**config.mk**
```make
export PLATFORM = sky130hd
export DESIGN_NAME = asfc_status
export DESIGN_NICKNAME = d
export VERILOG_FILES = /design/src/verilog/asfc_pkg.sv /design/src/verilog/asfc_index_counter.sv /design/src/verilog/asfc_status.sv
export SDC_FILE = /design/constraint.sdc
export NUM_CORES = 1
export LEC_CHECK = 0
export CAP_MARGIN = 10
export CORE_AREA = 2 2 81 60
export CTS_BUF_LIST = sky130_fd_sc_hd__clkbuf_8 sky130_fd_sc_hd__clkbuf_16
export CTS_CLUSTER_DIAMETER = 40
export CTS_CLUSTER_SIZE = 16
export DETAILED_ROUTE_END_ITERATION = 16
export DIE_AREA = 0 0 83 62
export DONT_BUFFER_PORTS = 1
export PLACE_DENSITY = 0.72
export REMOVE_ABC_BUFFERS = 1
export SLEW_MARGIN = 10
export SYNTH_ARGS = -nofsm -noshare
export SYNTH_HDL_FRONTEND = slang
export SYNTH_SLANG_ARGS = --single-unit
```
**constraint.sdc**
```tcl
create_clock -name pclk -period 3.4 [get_ports pclk]
set_clock_uncertainty 0.2 [all_clocks]
set_input_delay 0.85 -clock pclk [delete_from_list [all_inputs] [get_ports pclk]]
set_output_delay 0.85 -clock pclk [all_outputs]
set_load 0.01 [all_outputs]
```
**src/verilog/asfc_pkg.sv**
```systemverilog
// What this block does
// - set done flag bit 7 each sequence end
// - clear done: write one, start, fast-read
// - edge mode: trigger during sequence sets overrun
// - clear trigger overrun: one, control, start
// - result write with done flag sets overrun
// - clear result overrun: one, control, start
// - read-only 4-bit index in bits 3..0
// - non-queue: index zero at start and end
// - index wraps after maximum count
// - abort or start clears index always
// - status always accessible; index not writable
// - per-conversion done flag set at conversion end
// - start write aborts then starts sequence
package asfc_pkg;
    // ****************************************
    // register map, byte addresses = index * 4
    // ****************************************
    localparam logic [3:0] ASFC_IDX_STATUS = 4'h6;
    localparam logic [3:0] ASFC_IDX_CTRL = 4'h0;
    localparam logic [3:0] ASFC_IDX_IRQ_STAT = 4'h1;
    localparam logic [3:0] ASFC_IDX_IRQ_EN = 4'h2;
    localparam logic [3:0] ASFC_IDX_IRQ_CLR = 4'h3;
    localparam logic [3:0] ASFC_IDX_DONE_FLAGS = 4'h4;
    // ****************************************
    // field positions
    // ****************************************
    localparam int ASFC_BIT_DONE = 7;
    localparam int ASFC_BIT_TRIG_OVR = 5;
    localparam int ASFC_BIT_RES_OVR = 4;
    localparam int ASFC_BIT_FAST_CLR = 0;
    localparam int ASFC_BIT_QUEUE = 1;
    localparam int ASFC_BIT_TRIG_LEVEL = 2;
    localparam int ASFC_NUM_CONV = 12;
    localparam int ASFC_NUM_IRQ = 3;
    // ****************************************
    // reset values
    // ****************************************
    localparam logic [2:0] ASFC_CTRL_RESET = 3'h0;
    localparam logic [3:0] ASFC_INDEX_RESET = 4'h0;
endpackage

```
**src/verilog/asfc_index_counter.sv**
```systemverilog
`timescale 1ns/1ns
// conversion index counter, wraps at its maximum
module asfc_index_counter (
    input wire logic pclk,
    input wire logic presetn,
    input wire logic clear,
    input wire logic advance,
    output logic [3:0] index
);
    logic [3:0] index_reg;
    logic [3:0] index_next;

    // next index: clear has priority over advance
    always_comb begin
        index_next = index_reg;
        if (clear) begin
            index_next = 4'h0;
        end else if (advance) begin
            index_next = index_reg + 4'h1;
        end
    end

    // index register
    always_ff @(posedge pclk or negedge presetn) begin
        if (!presetn) begin
            index_reg <= asfc_pkg::ASFC_INDEX_RESET;
        end else begin
            index_reg <= index_next;
        end
    end

    assign index = index_reg;
endmodule

```
**src/verilog/asfc_status.sv**
```systemverilog
`timescale 1ns/1ns
// status flags and conversion counter of the converter sequencer
module asfc_status (
    input wire logic pclk,
    input wire logic presetn,
    // apb slave
    input wire logic psel,
    input wire logic penable,
    input wire logic pwrite,
    input wire logic [11:0] paddr,
    input wire logic [31:0] pwdata,
    input wire logic [3:0] pstrb,
    output logic [31:0] prdata,
    output logic pready,
    output logic pslverr,
    // converter events, one-cycle pulses on pclk, except scan_mode, which is a level
    input wire logic seq_start_write,
    input wire logic ctrl_abort_write,
    input wire logic seq_end,
    input wire logic scan_mode,
    input wire logic conv_done,
    input wire logic trigger_edge,
    input wire logic result_write,
    input wire logic result_read,
    // status outputs
    output logic seq_active,
    output logic [3:0] conversion_index,
    output logic [11:0] conversion_done_flags,
    output logic irq
);
    // ****************************************
    // bus decode
    // ****************************************
    logic acc;
    logic wr;
    logic [3:0] idx;
    logic hit;
    logic wr_status;
    logic wr_ctrl;
    logic wr_ien;
    logic wr_iclr;

    assign idx = paddr[5:2];
    assign acc = psel && penable;
    // writes to unmapped addresses are dropped
    assign wr = acc && pwrite && pstrb[0] && hit;
    assign wr_status = wr && (idx == asfc_pkg::ASFC_IDX_STATUS);
    assign wr_ctrl = wr && (idx == asfc_pkg::ASFC_IDX_CTRL);
    assign wr_ien = wr && (idx == asfc_pkg::ASFC_IDX_IRQ_EN);
    assign wr_iclr = wr && (idx == asfc_pkg::ASFC_IDX_IRQ_CLR);
    assign hit = (paddr[11:6] == 6'h00) && (paddr[1:0] == 2'h0) &&
        (idx == asfc_pkg::ASFC_IDX_STATUS ||
         idx == asfc_pkg::ASFC_IDX_CTRL ||
         idx == asfc_pkg::ASFC_IDX_IRQ_STAT ||
         idx == asfc_pkg::ASFC_IDX_IRQ_EN ||
         idx == asfc_pkg::ASFC_IDX_IRQ_CLR ||
         idx == asfc_pkg::ASFC_IDX_DONE_FLAGS);
    // zero wait states
    assign pready = 1'b1;
    assign pslverr = acc && !hit;

    // ****************************************
    // state registers
    // ****************************************
    logic done_reg;
    logic done_next;
    logic tovr_reg;
    logic tovr_next;
    logic rovr_reg;
    logic rovr_next;
    logic active_reg;
    logic active_next;
    logic [2:0] ctrl_reg;
    logic [2:0] ctrl_next;
    logic [2:0] ist_reg;
    logic [2:0] ist_next;
    logic [2:0] ien_reg;
    logic [2:0] ien_next;
    logic [11:0] cdf_reg;
    logic [11:0] cdf_next;
    logic [31:0] prdata_reg;
    logic [31:0] prdata_next;
    logic restart;
    logic abort;
    logic fast_clr;
    logic queue_mode;
    logic cnt_clear;
    logic cnt_adv;
    logic [3:0] index;
    logic cur_flag;
    logic ev_tovr;
    logic ev_rovr;
    logic [2:0] events;
    logic [7:0] status_view;

    assign restart = seq_start_write;
    assign abort = ctrl_abort_write || seq_start_write;
    assign fast_clr = ctrl_reg[asfc_pkg::ASFC_BIT_FAST_CLR];
    assign queue_mode = ctrl_reg[asfc_pkg::ASFC_BIT_QUEUE];
    assign cur_flag = (index < 4'hC) ? cdf_reg[index] : 1'b0;
    assign ev_tovr = trigger_edge && active_reg &&
        !ctrl_reg[asfc_pkg::ASFC_BIT_TRIG_LEVEL];
    assign ev_rovr = result_write && cur_flag;
    assign events = {ev_rovr, ev_tovr, seq_end};

    assign cnt_clear = abort || (!queue_mode && seq_end);
    assign cnt_adv = conv_done;

    // conversion index counter
    asfc_index_counter u_cnt (
        .pclk(pclk),
        .presetn(presetn),
        .clear(cnt_clear),
        .advance(cnt_adv),
        .index(index)
    );

    assign status_view = {done_reg, 1'h0, tovr_reg, rovr_reg, index};

    // ****************************************
    // sequencer activity
    // ****************************************
    // next activity: a start wins over abort and end
    always_comb begin
        active_next = active_reg;
        if (restart) begin
            // a start always leaves the sequencer running
            active_next = 1'h1;
        end else if (ctrl_abort_write) begin
            // control writes stop the sequence
            active_next = 1'h0;
        end else if (seq_end && !scan_mode) begin
            // single sequence stops, scan goes on
            active_next = 1'h0;
        end
    end

    // activity register
    always_ff @(posedge pclk or negedge presetn) begin
        if (!presetn) begin
            active_reg <= 1'h0;
        end else begin
            active_reg <= active_next;
        end
    end

    // ****************************************
    // sequence and overrun flags
    // ****************************************
    // next flags: a set wins over a clear in one cycle
    always_comb begin
        // done clears; set wins over clear
        done_next = done_reg;
        if ((wr_status && pwdata[asfc_pkg::ASFC_BIT_DONE]) || restart ||
            (fast_clr && result_read)) begin
            done_next = 1'h0;
        end
        // done set at every sequence end
        if (seq_end) begin
            done_next = 1'h1;
        end
        tovr_next = tovr_reg;
        if ((wr_status && pwdata[asfc_pkg::ASFC_BIT_TRIG_OVR]) || abort) begin
            tovr_next = 1'h0;
        end
        // late trigger edge sets it
        if (ev_tovr) begin
            tovr_next = 1'h1;
        end
        rovr_next = rovr_reg;
        if ((wr_status && pwdata[asfc_pkg::ASFC_BIT_RES_OVR]) || abort) begin
            rovr_next = 1'h0;
        end
        // overwrite of unread result sets it
        if (ev_rovr) begin
            rovr_next = 1'h1;
        end
    end

    // flag registers
    always_ff @(posedge pclk or negedge presetn) begin
        if (!presetn) begin
            done_reg <= 1'h0;
            tovr_reg <= 1'h0;
            rovr_reg <= 1'h0;
        end else begin
            done_reg <= done_next;
            tovr_reg <= tovr_next;
            rovr_reg <= rovr_next;
        end
    end

    // ****************************************
    // per-conversion done flags
    // ****************************************
    // one flag per result register
    generate
        for (genvar i = 0; i < asfc_pkg::ASFC_NUM_CONV; i++) begin : g_flag
            logic here; // flag of the current conversion
            assign here = (index == 4'(i));
            // start clear wins over set, set wins over read clear
            assign cdf_next[i] = restart ? 1'h0 :
                (conv_done && here) ? 1'h1 :
                (fast_clr && result_read && here) ? 1'h0 : cdf_reg[i];
        end
    endgenerate

    // per-conversion flag register
    always_ff @(posedge pclk or negedge presetn) begin
        if (!presetn) begin
            cdf_reg <= 12'h000;
        end else begin
            cdf_reg <= cdf_next;
        end
    end

    // ****************************************
    // control and interrupt registers
    // ****************************************
    // next control, enables and sticky events
    always_comb begin
        // control bits take a written word
        ctrl_next = ctrl_reg;
        if (wr_ctrl) begin
            ctrl_next = pwdata[2:0];
        end
        // interrupt enables take a written word
        ien_next = ien_reg;
        if (wr_ien) begin
            ien_next = pwdata[2:0];
        end
        // write-one clear first, so a new event wins
        ist_next = ist_reg;
        if (wr_iclr) begin
            ist_next = ist_reg & ~pwdata[2:0];
        end
        ist_next = ist_next | events;
    end

    // control and interrupt registers
    always_ff @(posedge pclk or negedge presetn) begin
        if (!presetn) begin
            ctrl_reg <= asfc_pkg::ASFC_CTRL_RESET;
            ien_reg <= 3'h0;
            ist_reg <= 3'h0;
        end else begin
            ctrl_reg <= ctrl_next;
            ien_reg <= ien_next;
            ist_reg <= ist_next;
        end
    end

    // ****************************************
    // read data
    // ****************************************
    // read mux, captured in setup for the access phase
    always_comb begin
        prdata_next = prdata_reg;
        if (psel && !penable && !pwrite) begin
            // unmapped addresses read as zero
            prdata_next = 32'h0;
            if (hit) begin
                case (idx)
                    asfc_pkg::ASFC_IDX_STATUS: begin
                        prdata_next = {24'h0, status_view};
                    end
                    asfc_pkg::ASFC_IDX_CTRL: begin
                        prdata_next = {29'h0, ctrl_reg};
                    end
                    asfc_pkg::ASFC_IDX_IRQ_STAT: begin
                        prdata_next = {29'h0, ist_reg};
                    end
                    asfc_pkg::ASFC_IDX_IRQ_EN: begin
                        prdata_next = {29'h0, ien_reg};
                    end
                    asfc_pkg::ASFC_IDX_DONE_FLAGS: begin
                        prdata_next = {20'h0, cdf_reg};
                    end
                    // write-only clear register reads zero
                    default: begin
                        prdata_next = 32'h0;
                    end
                endcase
            end
        end
    end

    // read data register
    always_ff @(posedge pclk or negedge presetn) begin
        if (!presetn) begin
            prdata_reg <= 32'h0;
        end else begin
            prdata_reg <= prdata_next;
        end
    end

    // ****************************************
    // outputs
    // ****************************************
    assign prdata = prdata_reg;
    assign seq_active = active_reg;
    assign conversion_index = index;
    assign conversion_done_flags = cdf_reg;
    // level interrupt while an enabled event is pending
    assign irq = |(ist_reg & ien_reg);
endmodule

```
==> impl_metrics.env, run 1 <==
export IMPL_reg2reg_depth=4
export IMPL_finalNetCount=289
export IMPL_ys_seq_area_share_pct=44.13
export IMPL_port_buffers=0
export IMPL_insertedDiodeCount=0
export IMPL_dp_hpwl_um=3804
export IMPL_end_kind="primary output"
export IMPL_cts_hold_buf=0
export IMPL_cts_reportedPaths_clkPinSlew_ps=70
export IMPL_crit_required_ps=2350
export IMPL_place_gp_congestion=0.7852
export IMPL_cts_sinks=41
export IMPL_syn_cell_area_um2=2325
export IMPL_synth_main_ff_cell="dfrtp_1"
export IMPL_cp_start_kind="input port"
export IMPL_power_density_nw_per_um2=386.3
export IMPL_cp_max_fo=2
export IMPL_drive_gt1_share_pct=11.16
export IMPL_synth_avg_cell_area_um2=10.29
export IMPL_yosys_register_bits=41
export IMPL_maxCapViolations=0
export IMPL_finalSetupTns_ps=0
export IMPL_grt_overflow_total=0
export IMPL_setup_ws_ps=699.5
export IMPL_synth_edf_count=0
export IMPL_fill_cells=404
export IMPL_finalCritPeriodShare_pct=79.43
export IMPL_total_power_w=0.0009235
export IMPL_ys_async_sr_fraction_pct=100.0
export IMPL_clock_latency_ps=290
export IMPL_outcome="finished clean"
export IMPL_synth_area_leaders="dfrtp_1 44%, buf_4 6.8%, a22oi_1 5.2%, nand2_1 4.2%, nor2_1 3.6%"
export IMPL_grt_pass1_vias=1467
export IMPL_synth_cell_types=46
export IMPL_yosysWarnings=0
export IMPL_cts_tree="yes"
export IMPL_antenna_found_initial=0
export IMPL_clockBufferDepth=2
export IMPL_fmax_mhz=370.3
export IMPL_hp_class="input port to asynchronous set/reset pin"
export IMPL_tightestPinTransition_ps=619.1
export IMPL_multi_input_area_um2=1152
export IMPL_max_slew_margin_pct=58.62
export IMPL_arrival_ps=1650
export IMPL_dr_total_vias=1654
export IMPL_dp_slack_ps=686.3
export IMPL_path_class="input port to primary output"
export IMPL_cts_resized=0
export IMPL_avgRoutedWirePerCell_um=18.00
export IMPL_syn_inst=226
export IMPL_post_route_min_period_ps=2701
export IMPL_seq_area_um2=1026
export IMPL_h_tree_depth=2
export IMPL_p_leak_nw=1.049
export IMPL_reg2reg_to="rovr_reg$_DFFE_PN0P_"
export IMPL_rsz0062_at_grt="no"
export IMPL_finalWirelength_um=5059
export IMPL_hold_viol=0
export IMPL_timing_rr_start="u_cnt.index[0]$_DFFE_PN0P_"
export IMPL_pin_count=113
export IMPL_dieArea_um2=5146
export IMPL_coreArea_um2=4493
export IMPL_cts_setup_buffers=0
export IMPL_ant_nets=0
export IMPL_syn_to_final_growth_pct=2.852
export IMPL_grt_util_all_layers_pct=19.30
export IMPL_synth_top_area_share_pct=44.13
export IMPL_synth_top_cell_by_area="dfrtp_1"
export IMPL_dr_first_iter_drc_count=148
export IMPL_start_util_pct=51.74
export IMPL_ir_drop_v=0.0001849
export IMPL_rows=21
export IMPL_r2r_slack_ps=1340
export IMPL_cts_root_buf="clkbuf_8"
export IMPL_holdWs_ps=48.71
export IMPL_drtPass1Iterations=5
export IMPL_die_h_um=62
export IMPL_setup_viol=0
export IMPL_via_per_inst=5.886
export IMPL_slew_violations=0
export IMPL_cts_buffers=5
export IMPL_die_x_um=83
export IMPL_drc_errors=0
export IMPL_grt_max_degree=42
export IMPL_grt_pass1_wl_um=7590
[cells in the final DEF (no fill, tap or decap), types with 3 or more instances in the layout]
cell       synthesis  routed
dfrtp_1           41      41
o2bb2ai_1          3       3
inv_1              6       6
mux2_4             3       3
a22o_1             5       5
a22oi_1           16      16
nor2_1            22      22
nand3_1            6       6
o21ai_0            8       8
ha_1               4       4
a21o_1             3       3
nand2_1           26      26
clkbuf_8           0       5
mux2i_1            6       6
mux2_1             3       3
conb_1             2      21
a222oi_1           4       4
and3_1             3       3
[synthesized netlist by cell type (all sizes together), types with 2 or more instances]
library cell and count:
nand4 2, a21o 3, a22oi 16, nor2b 2, nand2 26, and3 3
a22o 5, inv 6, mux4 2, dfrtp 41, o21ai 8, a222oi 4
nor4 2, conb 2, mux2 6, xor2 2, and4b 2, buf 24
and3b 3, nand3 8, nor2 22, nor3 2, mux2i 6, ha 4
nor4bb 2, a31o 2, clkbuf 6, o2bb2ai 3
[how the worst max path moves through the flow]
stage          cells after the start  slack, ps  startpoint       to
2_1_floorplan                      3        560    paddr[8]  pslverr
3_3_place_gp                       3        670    paddr[8]  pslverr
3_5_place_dp                       3        690    paddr[8]  pslverr
4_1_cts                            3        680    paddr[8]  pslverr
5_1_grt                            3        670    paddr[8]  pslverr
6_report                           3        700    paddr[8]  pslverr
[layer usage]
metal / vias to the layer above / global-route usage (%) / share of wire [%]
li1: 772 / - / -
met5: - / 0 / 0
met1: 807 / 27.62 / 47
met2: 70 / 27.30 / 42
met4: 0 / 6.089 / 0.83
met3: 5 / 7.266 / 9.5
[where the power goes]
part | total (W) | internal (W) | switching, W
Clock | 0.000377 | 0.000213 | 0.000163
Sequential | 0.000501 | 0.000492 | 0.00000811
Combinational | 0.0000464 | 0.0000180 | 0.0000285
Total | 0.000924 | 0.000724 | 0.000200
[metrics by stage]
stage / cells / util, % / instance area [um^2]
2_1_floorplan: 215 / - / 2201
3_3_place_gp: 274 / 50.91 / 2287
3_5_place_dp: 274 / 50.91 / 2287
4_1_cts: 281 / 53.22 / 2391
5_1_grt: 281 / 53.22 / 2391
6_report: 281 / 53.22 / 2391
[area by class of cell]
| class | count | area share [%] |
|---|---|---|
| tap | 57 | 2.983 |
| sequential | 41 | 42.91 |
| clock buffer | 5 | 2.878 |
| inverter | 6 | 0.9419 |
| timing repair buffer | 2 | 0.6279 |
| multi-input combinational | 168 | 48.19 |
| clock inverter | 2 | 1.465 |
[worst max-delay path, cell delays in order]
cell and delay, ps:
or4_4 550, nor3_4 140, nor2_1 100
[kinds of logic (layout without fill, tap and decap cells)]
group,Yosys count,after routing,share of synthesized area (%)
other cells,2,21,0.3230
mux,14,14,7.911
fa+ha+maj,4,4,2.153
simple gates,81,81,19.75
flops,41,41,44.13
xor+xnor,3,3,1.130
compound gates,45,45,15.23
buf+inv,36,15,9.365
(Power assumes the default switching activity.)
==> inputs of run 2 (changes only) <==
--- a/config.mk
+++ b/config.mk
@@ -13,7 +13,7 @@
 export DETAILED_ROUTE_END_ITERATION = 16
 export DIE_AREA = 0 0 83 62
 export DONT_BUFFER_PORTS = 1
-export PLACE_DENSITY = 0.72
+export PLACE_DENSITY = 0.74
 export REMOVE_ABC_BUFFERS = 1
 export SLEW_MARGIN = 10
 export SYNTH_ARGS = -nofsm -noshare
==> constraint.sdc (replaced) <==
create_clock -name pclk -period 2.36 [get_ports pclk]
set_clock_uncertainty 0.2 [all_clocks]
set_input_delay 0.59 -clock pclk [delete_from_list [all_inputs] [get_ports pclk]]
set_output_delay 0.59 -clock pclk [all_outputs]
set_load 0.01 [all_outputs]
==> impl_metrics.env, run 2 (synthesized netlist as in run 1, its figures left out) <==
export IMPL_antenna_found_initial=0
export IMPL_reg2reg_depth=4
export IMPL_start_util_pct=51.74
export IMPL_cts_setup_buffers=0
export IMPL_r2r_slack_ps=410
export IMPL_met2_usage_pct=29.03
export IMPL_end_kind="primary output"
export IMPL_dieArea_um2=5146
export IMPL_pin_count=113
export IMPL_cts_reportedPaths_clkPinSlew_ps=80
export IMPL_crit_required_ps=1570
export IMPL_crit_path_max_incr_delay_ps=560
export IMPL_finalNetCount=294
export IMPL_drive_gt1_share_pct=13.04
export IMPL_use_met1_pct=29.79
export IMPL_h_tree_depth=2
export IMPL_insertedDiodeCount=0
export IMPL_sequentialPowerShare_pct=54.6
export IMPL_finalWirelength_um=5250
export IMPL_arrival_ps=1420
export IMPL_grt_util_all_layers_pct=20.70
export IMPL_swShare_pct=23.83
export IMPL_grt_max_degree=42
export IMPL_fmax_mhz=453.0
export IMPL_slew_violations=0
export IMPL_die_x_um=83
export IMPL_ir_drop_v=0.0003141
export IMPL_die_h_um=62
export IMPL_rsz0062_at_grt="no"
export IMPL_tightestPinTransition_ps=643.6
export IMPL_cp_endpoint="pslverr"
export IMPL_crit_chain="or4_4 > nor3_4 > nor2_1"
export IMPL_reg2reg_to="rovr_reg$_DFFE_PN0P_"
export IMPL_port_buffers=0
export IMPL_power_internal_w=0.001005
export IMPL_p_switching_w=0.0003146
export IMPL_use_met3_pct=6.605
export IMPL_maxCapViolations=0
export IMPL_cp_start_kind="input port"
export IMPL_hold_viol=0
export IMPL_worst_path_max_delay_cell="or4_4"
export IMPL_post_route_min_period_ps=2207
export IMPL_timing_rr_start="u_cnt.index[0]$_DFFE_PN0P_"
export IMPL_dr_total_vias=1698
export IMPL_grt_pass1_vias=1523
export IMPL_p_clk_share_pct=38.7
export IMPL_p_leak_nw=1.079
export IMPL_layout_common_cells="41 x dfrtp_1, 26 x nand2_1, 22 x nor2_1, 21 x conb_1, 16 x a22oi_1"
export IMPL_final_common_cell="dfrtp_1"
export IMPL_drtPass1Iterations=4
export IMPL_setup_viol=0
export IMPL_outcome="finished clean"
export IMPL_syn_to_final_growth_pct=5.005
export IMPL_drc_errors=0
export IMPL_dr_first_iter_drc_count=175
export IMPL_crit_start="paddr[8]"
export IMPL_cts_tree="yes"
export IMPL_grt_busiest_layer="met1"
export IMPL_total_power_w=0.001320
export IMPL_cts_root_buf="clkbuf_8"
export IMPL_avgRoutedWirePerCell_um=18.29
export IMPL_combPwrFrac_pct=6.7
export IMPL_seq_area_um2=1026
export IMPL_holdWs_ps=145.4
export IMPL_rows=21
export IMPL_dp_hpwl_um=3877
export IMPL_finalSetupTns_ps=0
export IMPL_place_gp_congestion=0.8840
export IMPL_cp_max_fo=2
export IMPL_clock_latency_ps=300
export IMPL_path_class="input port to primary output"
export IMPL_via_per_inst=5.916
export IMPL_power_density_nw_per_um2=540.8
export IMPL_cts_buffers=5
export IMPL_cts_sinks=41
export IMPL_grt_pass1_wl_um=7935
export IMPL_hp_class="input port to flip-flop"
export IMPL_clockBufferDepth=2
export IMPL_multi_input_area_um2=1152
export IMPL_grt_overflow_total=0
export IMPL_finalCritPeriodShare_pct=93.54
export IMPL_fill_cells=412
export IMPL_max_slew_margin_pct=56.51
export IMPL_ant_nets=0
export IMPL_coreArea_um2=4493
run 2: how the worst min path moves through the flow:
stage / startpoint / to / slack, ps / cells past startpoint
6_report: seq_start_write / conversion_done_flags[2]$_DFFE_PN0P_ / 150 / 1
5_1_grt: seq_start_write / conversion_done_flags[8]$_DFFE_PN0P_ / 140 / 1
4_1_cts: seq_start_write / conversion_done_flags[2]$_DFFE_PN0P_ / 140 / 1
2_1_floorplan: presetn / conversion_done_flags[0]$_DFFE_PN0P_ / 90 / 0
3_3_place_gp: presetn / prdata[11]$_DFFE_PN0P_ / 90 / 0
3_5_place_dp: presetn / prdata[11]$_DFFE_PN0P_ / 90 / 0
run 2: final cells by class:
| cell class | count | share of cell area, % |
|---|---|---|
| Clock buffer | 7 | 3.947 |
| Clock inverter | 1 | 0.2050 |
| Inverter | 6 | 0.9226 |
| Multi-Input combinational cell | 168 | 47.21 |
| Sequential cell | 41 | 42.03 |
| Tap cell | 57 | 2.922 |
| Timing Repair Buffer | 7 | 2.768 |
run 2: repair_timing:
action                                 4_1_cts  5_1_grt
hold buffers                                 2        0
resized for setup                            0        0
endpoints found under the hold margin       41        0
run 2: power by group through the flow:
stage | clock (W) | sequential (W) | combinational, W
after floorplan | 0 | 0.000731 | 0.0000581
after global placement | 0 | 0.000734 | 0.0000673
after detailed placement | 0 | 0.000734 | 0.0000688
after CTS | 0.000520 | 0.000720 | 0.0000885
after global routing | 0.000546 | 0.000721 | 0.0000991
final | 0.000512 | 0.000720 | 0.0000883
run 2: critical path: cells and delay by family:
kind             cells  cell delay [ps]
AND/OR/NAND/NOR      3              830
run 2: layer usage:
metal / vias up / wire length, um
met3: 9 / 477
met2: 80 / 2214
met5: - / 0
met4: 0 / 85
li1: 778 / -
met1: 831 / 2473
run 2: metrics by stage:
| step | instances | util (%) | setup slack (ps) | cell area [um^2] |
|---|---|---|---|---|
| after global routing | 287 | 54.33 | 122.2 | 2441 |
| after CTS | 287 | 54.33 | 146.5 | 2441 |
| after detailed placement | 277 | 51.41 | 18.88 | 2310 |
| after floorplan | 215 | - | 40.10 | 2201 |
| after global placement | 277 | 51.41 | 36.86 | 2310 |
| final | 287 | 54.33 | 152.5 | 2441 |
==> inputs of run 3 (changes only) <==
--- a/config.mk
+++ b/config.mk
@@ -14,6 +14,7 @@
 export DIE_AREA = 0 0 83 62
 export DONT_BUFFER_PORTS = 1
 export PLACE_DENSITY = 0.74
+export RECOVER_POWER = 100
 export REMOVE_ABC_BUFFERS = 1
 export SLEW_MARGIN = 10
 export SYNTH_ARGS = -nofsm -noshare
==> impl_metrics.env, run 3 (synthesized netlist as in run 1, its figures left out) <==
export IMPL_cts_sinks=41
export IMPL_drtPass1Iterations=5
export IMPL_finalNetCount=294
export IMPL_dr_first_iter_drc_count=136
export IMPL_grt_overflow_total=0
export IMPL_maxCapViolations=0
export IMPL_crit_chain="or4_4 > nor3_4 > nor2_1"
export IMPL_cts_reportedPaths_clkPinSlew_ps=80
export IMPL_clockBufferDepth=2
export IMPL_dr_total_vias=1705
export IMPL_crit_required_ps=1570
export IMPL_coreArea_um2=4493
export IMPL_worstHoldPathCells=1
export IMPL_cts_tree="yes"
export IMPL_die_h_um=62
export IMPL_via_per_inst=5.941
export IMPL_reg2reg_to="rovr_reg$_DFFE_PN0P_"
export IMPL_instances_no_fill=287
export IMPL_path_class="input port to primary output"
export IMPL_cp_start_kind="input port"
export IMPL_r2r_slack_ps=400
export IMPL_cts_setup_buffers=0
export IMPL_place_gp_congestion=0.8840
export IMPL_timing_rr_start="u_cnt.index[0]$_DFFE_PN0P_"
export IMPL_grt_pass1_vias=1523
export IMPL_arrival_ps=1420
export IMPL_grt_util_all_layers_pct=20.70
export IMPL_crit_path_max_incr_delay_ps=560
export IMPL_rows=21
export IMPL_cts_buffers=5
export IMPL_h_tree_depth=2
export IMPL_cts_root_buf="clkbuf_8"
export IMPL_hp_start="seq_start_write"
export IMPL_grt_max_degree=42
export IMPL_worst_path_max_delay_cell="or4_4"
export IMPL_finalWirelength_um=5209
export IMPL_tightestPinTransition_ps=1022
export IMPL_ant_nets=0
export IMPL_ir_drop_v=0.0003142
export IMPL_post_route_min_period_ps=2206
export IMPL_cts_resized=0
export IMPL_finalSetupTns_ps=0
export IMPL_clock_latency_ps=300
export IMPL_min_to="conversion_done_flags[7]$_DFFE_PN0P_"
export IMPL_hold_viol=0
export IMPL_reg2reg_depth=4
export IMPL_pin_count=113
export IMPL_syn_to_final_growth_pct=3.337
export IMPL_insertedDiodeCount=0
export IMPL_drive_gt1_share_pct=10.43
export IMPL_finalCritPeriodShare_pct=93.48
export IMPL_end_kind="primary output"
export IMPL_die_x_um=83
export IMPL_start_util_pct=51.74
export IMPL_slew_violations=0
export IMPL_grt_pass1_wl_um=7935
export IMPL_cp_max_fo=2
export IMPL_final_common_cell="dfrtp_1"
export IMPL_antenna_found_initial=0
export IMPL_outcome="finished clean"
export IMPL_layout_common_cells="41 x dfrtp_1, 26 x nand2_1, 22 x nor2_1, 21 x conb_1, 16 x a22oi_1"
export IMPL_drc_errors=0
export IMPL_p_leak_nw=1.070
export IMPL_dp_hpwl_um=3877
export IMPL_rsz0062_at_grt="no"
export IMPL_max_slew_margin_pct=31.88
export IMPL_fmax_mhz=453.3
export IMPL_port_buffers=0
export IMPL_hp_class="input port to flip-flop"
export IMPL_setup_viol=0
export IMPL_placedCellCount=277
export IMPL_power_density_nw_per_um2=545.6
export IMPL_dieArea_um2=5146
export IMPL_avgRoutedWirePerCell_um=18.15
## run 3: cell types whose count changed in the layout (fill, tap and decap cells not counted)
cell / change
clkbuf_2: +1
clkbuf_1: +2
mux2_1: +2
buf_4: -2
nand3_1: +1
mux2_4: -2
buf_12: -1
and3b_1: +1
and3b_4: -1
nand3_2: -1
## run 3: power breakdown
part            total, W  internal, W  switching [W]
logic          0.0000840    0.0000281      0.0000560
registers       0.000720     0.000709      0.0000111
clock network   0.000506     0.000264       0.000242
## run 3: worst max-delay path by stage
stage,from,to,slack (ps),cells after the start
finish,paddr[8],pslverr,150,3
global route,paddr[8],prdata[10]$_DFFE_PN0P_,110,5
CTS,paddr[8],pslverr,150,3
detailed placement,paddr[8],ctrl_reg[2]$_DFFE_PN0P_,20,4
global placement,paddr[8],ctrl_reg[1]$_DFFE_PN0P_,40,4
floorplan,paddr[8],pslverr,40,3
## run 3: area by class of cell
cell class                 count  area, um^2
inverter                       6       22.52
multi-input combinational    168        1136
fill                         422        2091
clock buffer                   7       96.34
tap                           57       71.32
timing repair buffer           7       45.04
sequential                    41        1026
clock inverter                 1       5.005
## run 3: stage by stage
| step | setup slack [ps] | area [um^2] | total power (W) | hold WS [ps] | util (%) |
|---|---|---|---|---|---|
| after floorplan | 40.10 | 2201 | 0.0007890 | 94.41 | - |
| after global placement | 36.86 | 2310 | 0.0008016 | 94.98 | 51.41 |
| after detailed placement | 18.88 | 2310 | 0.0008027 | 94.94 | 51.41 |
| after CTS | 146.5 | 2441 | 0.001328 | 138.3 | 54.33 |
| after global routing | 112.7 | 2402 | 0.001362 | 135.5 | 53.47 |
| final | 153.9 | 2402 | 0.001311 | 148.0 | 53.47 |
## run 3: what timing repair did
| item | in CTS | in global routing |
|---|---|---|
| hold endpoints to repair | 41 | 0 |
| hold buffers | 2 | 0 |
| setup endpoints to repair | 0 | 0 |
## run 3: worst max-delay path, delay by kind of cell
family	cells	cell delay, ps
and+or+nand+nor	3	830
## run 3: layer usage
layer,up-vias,global-route usage (%),routed length (um)
met5,-,0,0
li1,778,-,-
met4,0,8.665,71
met2,86,29.03,2232
met3,7,6.605,513
met1,834,29.79,2392
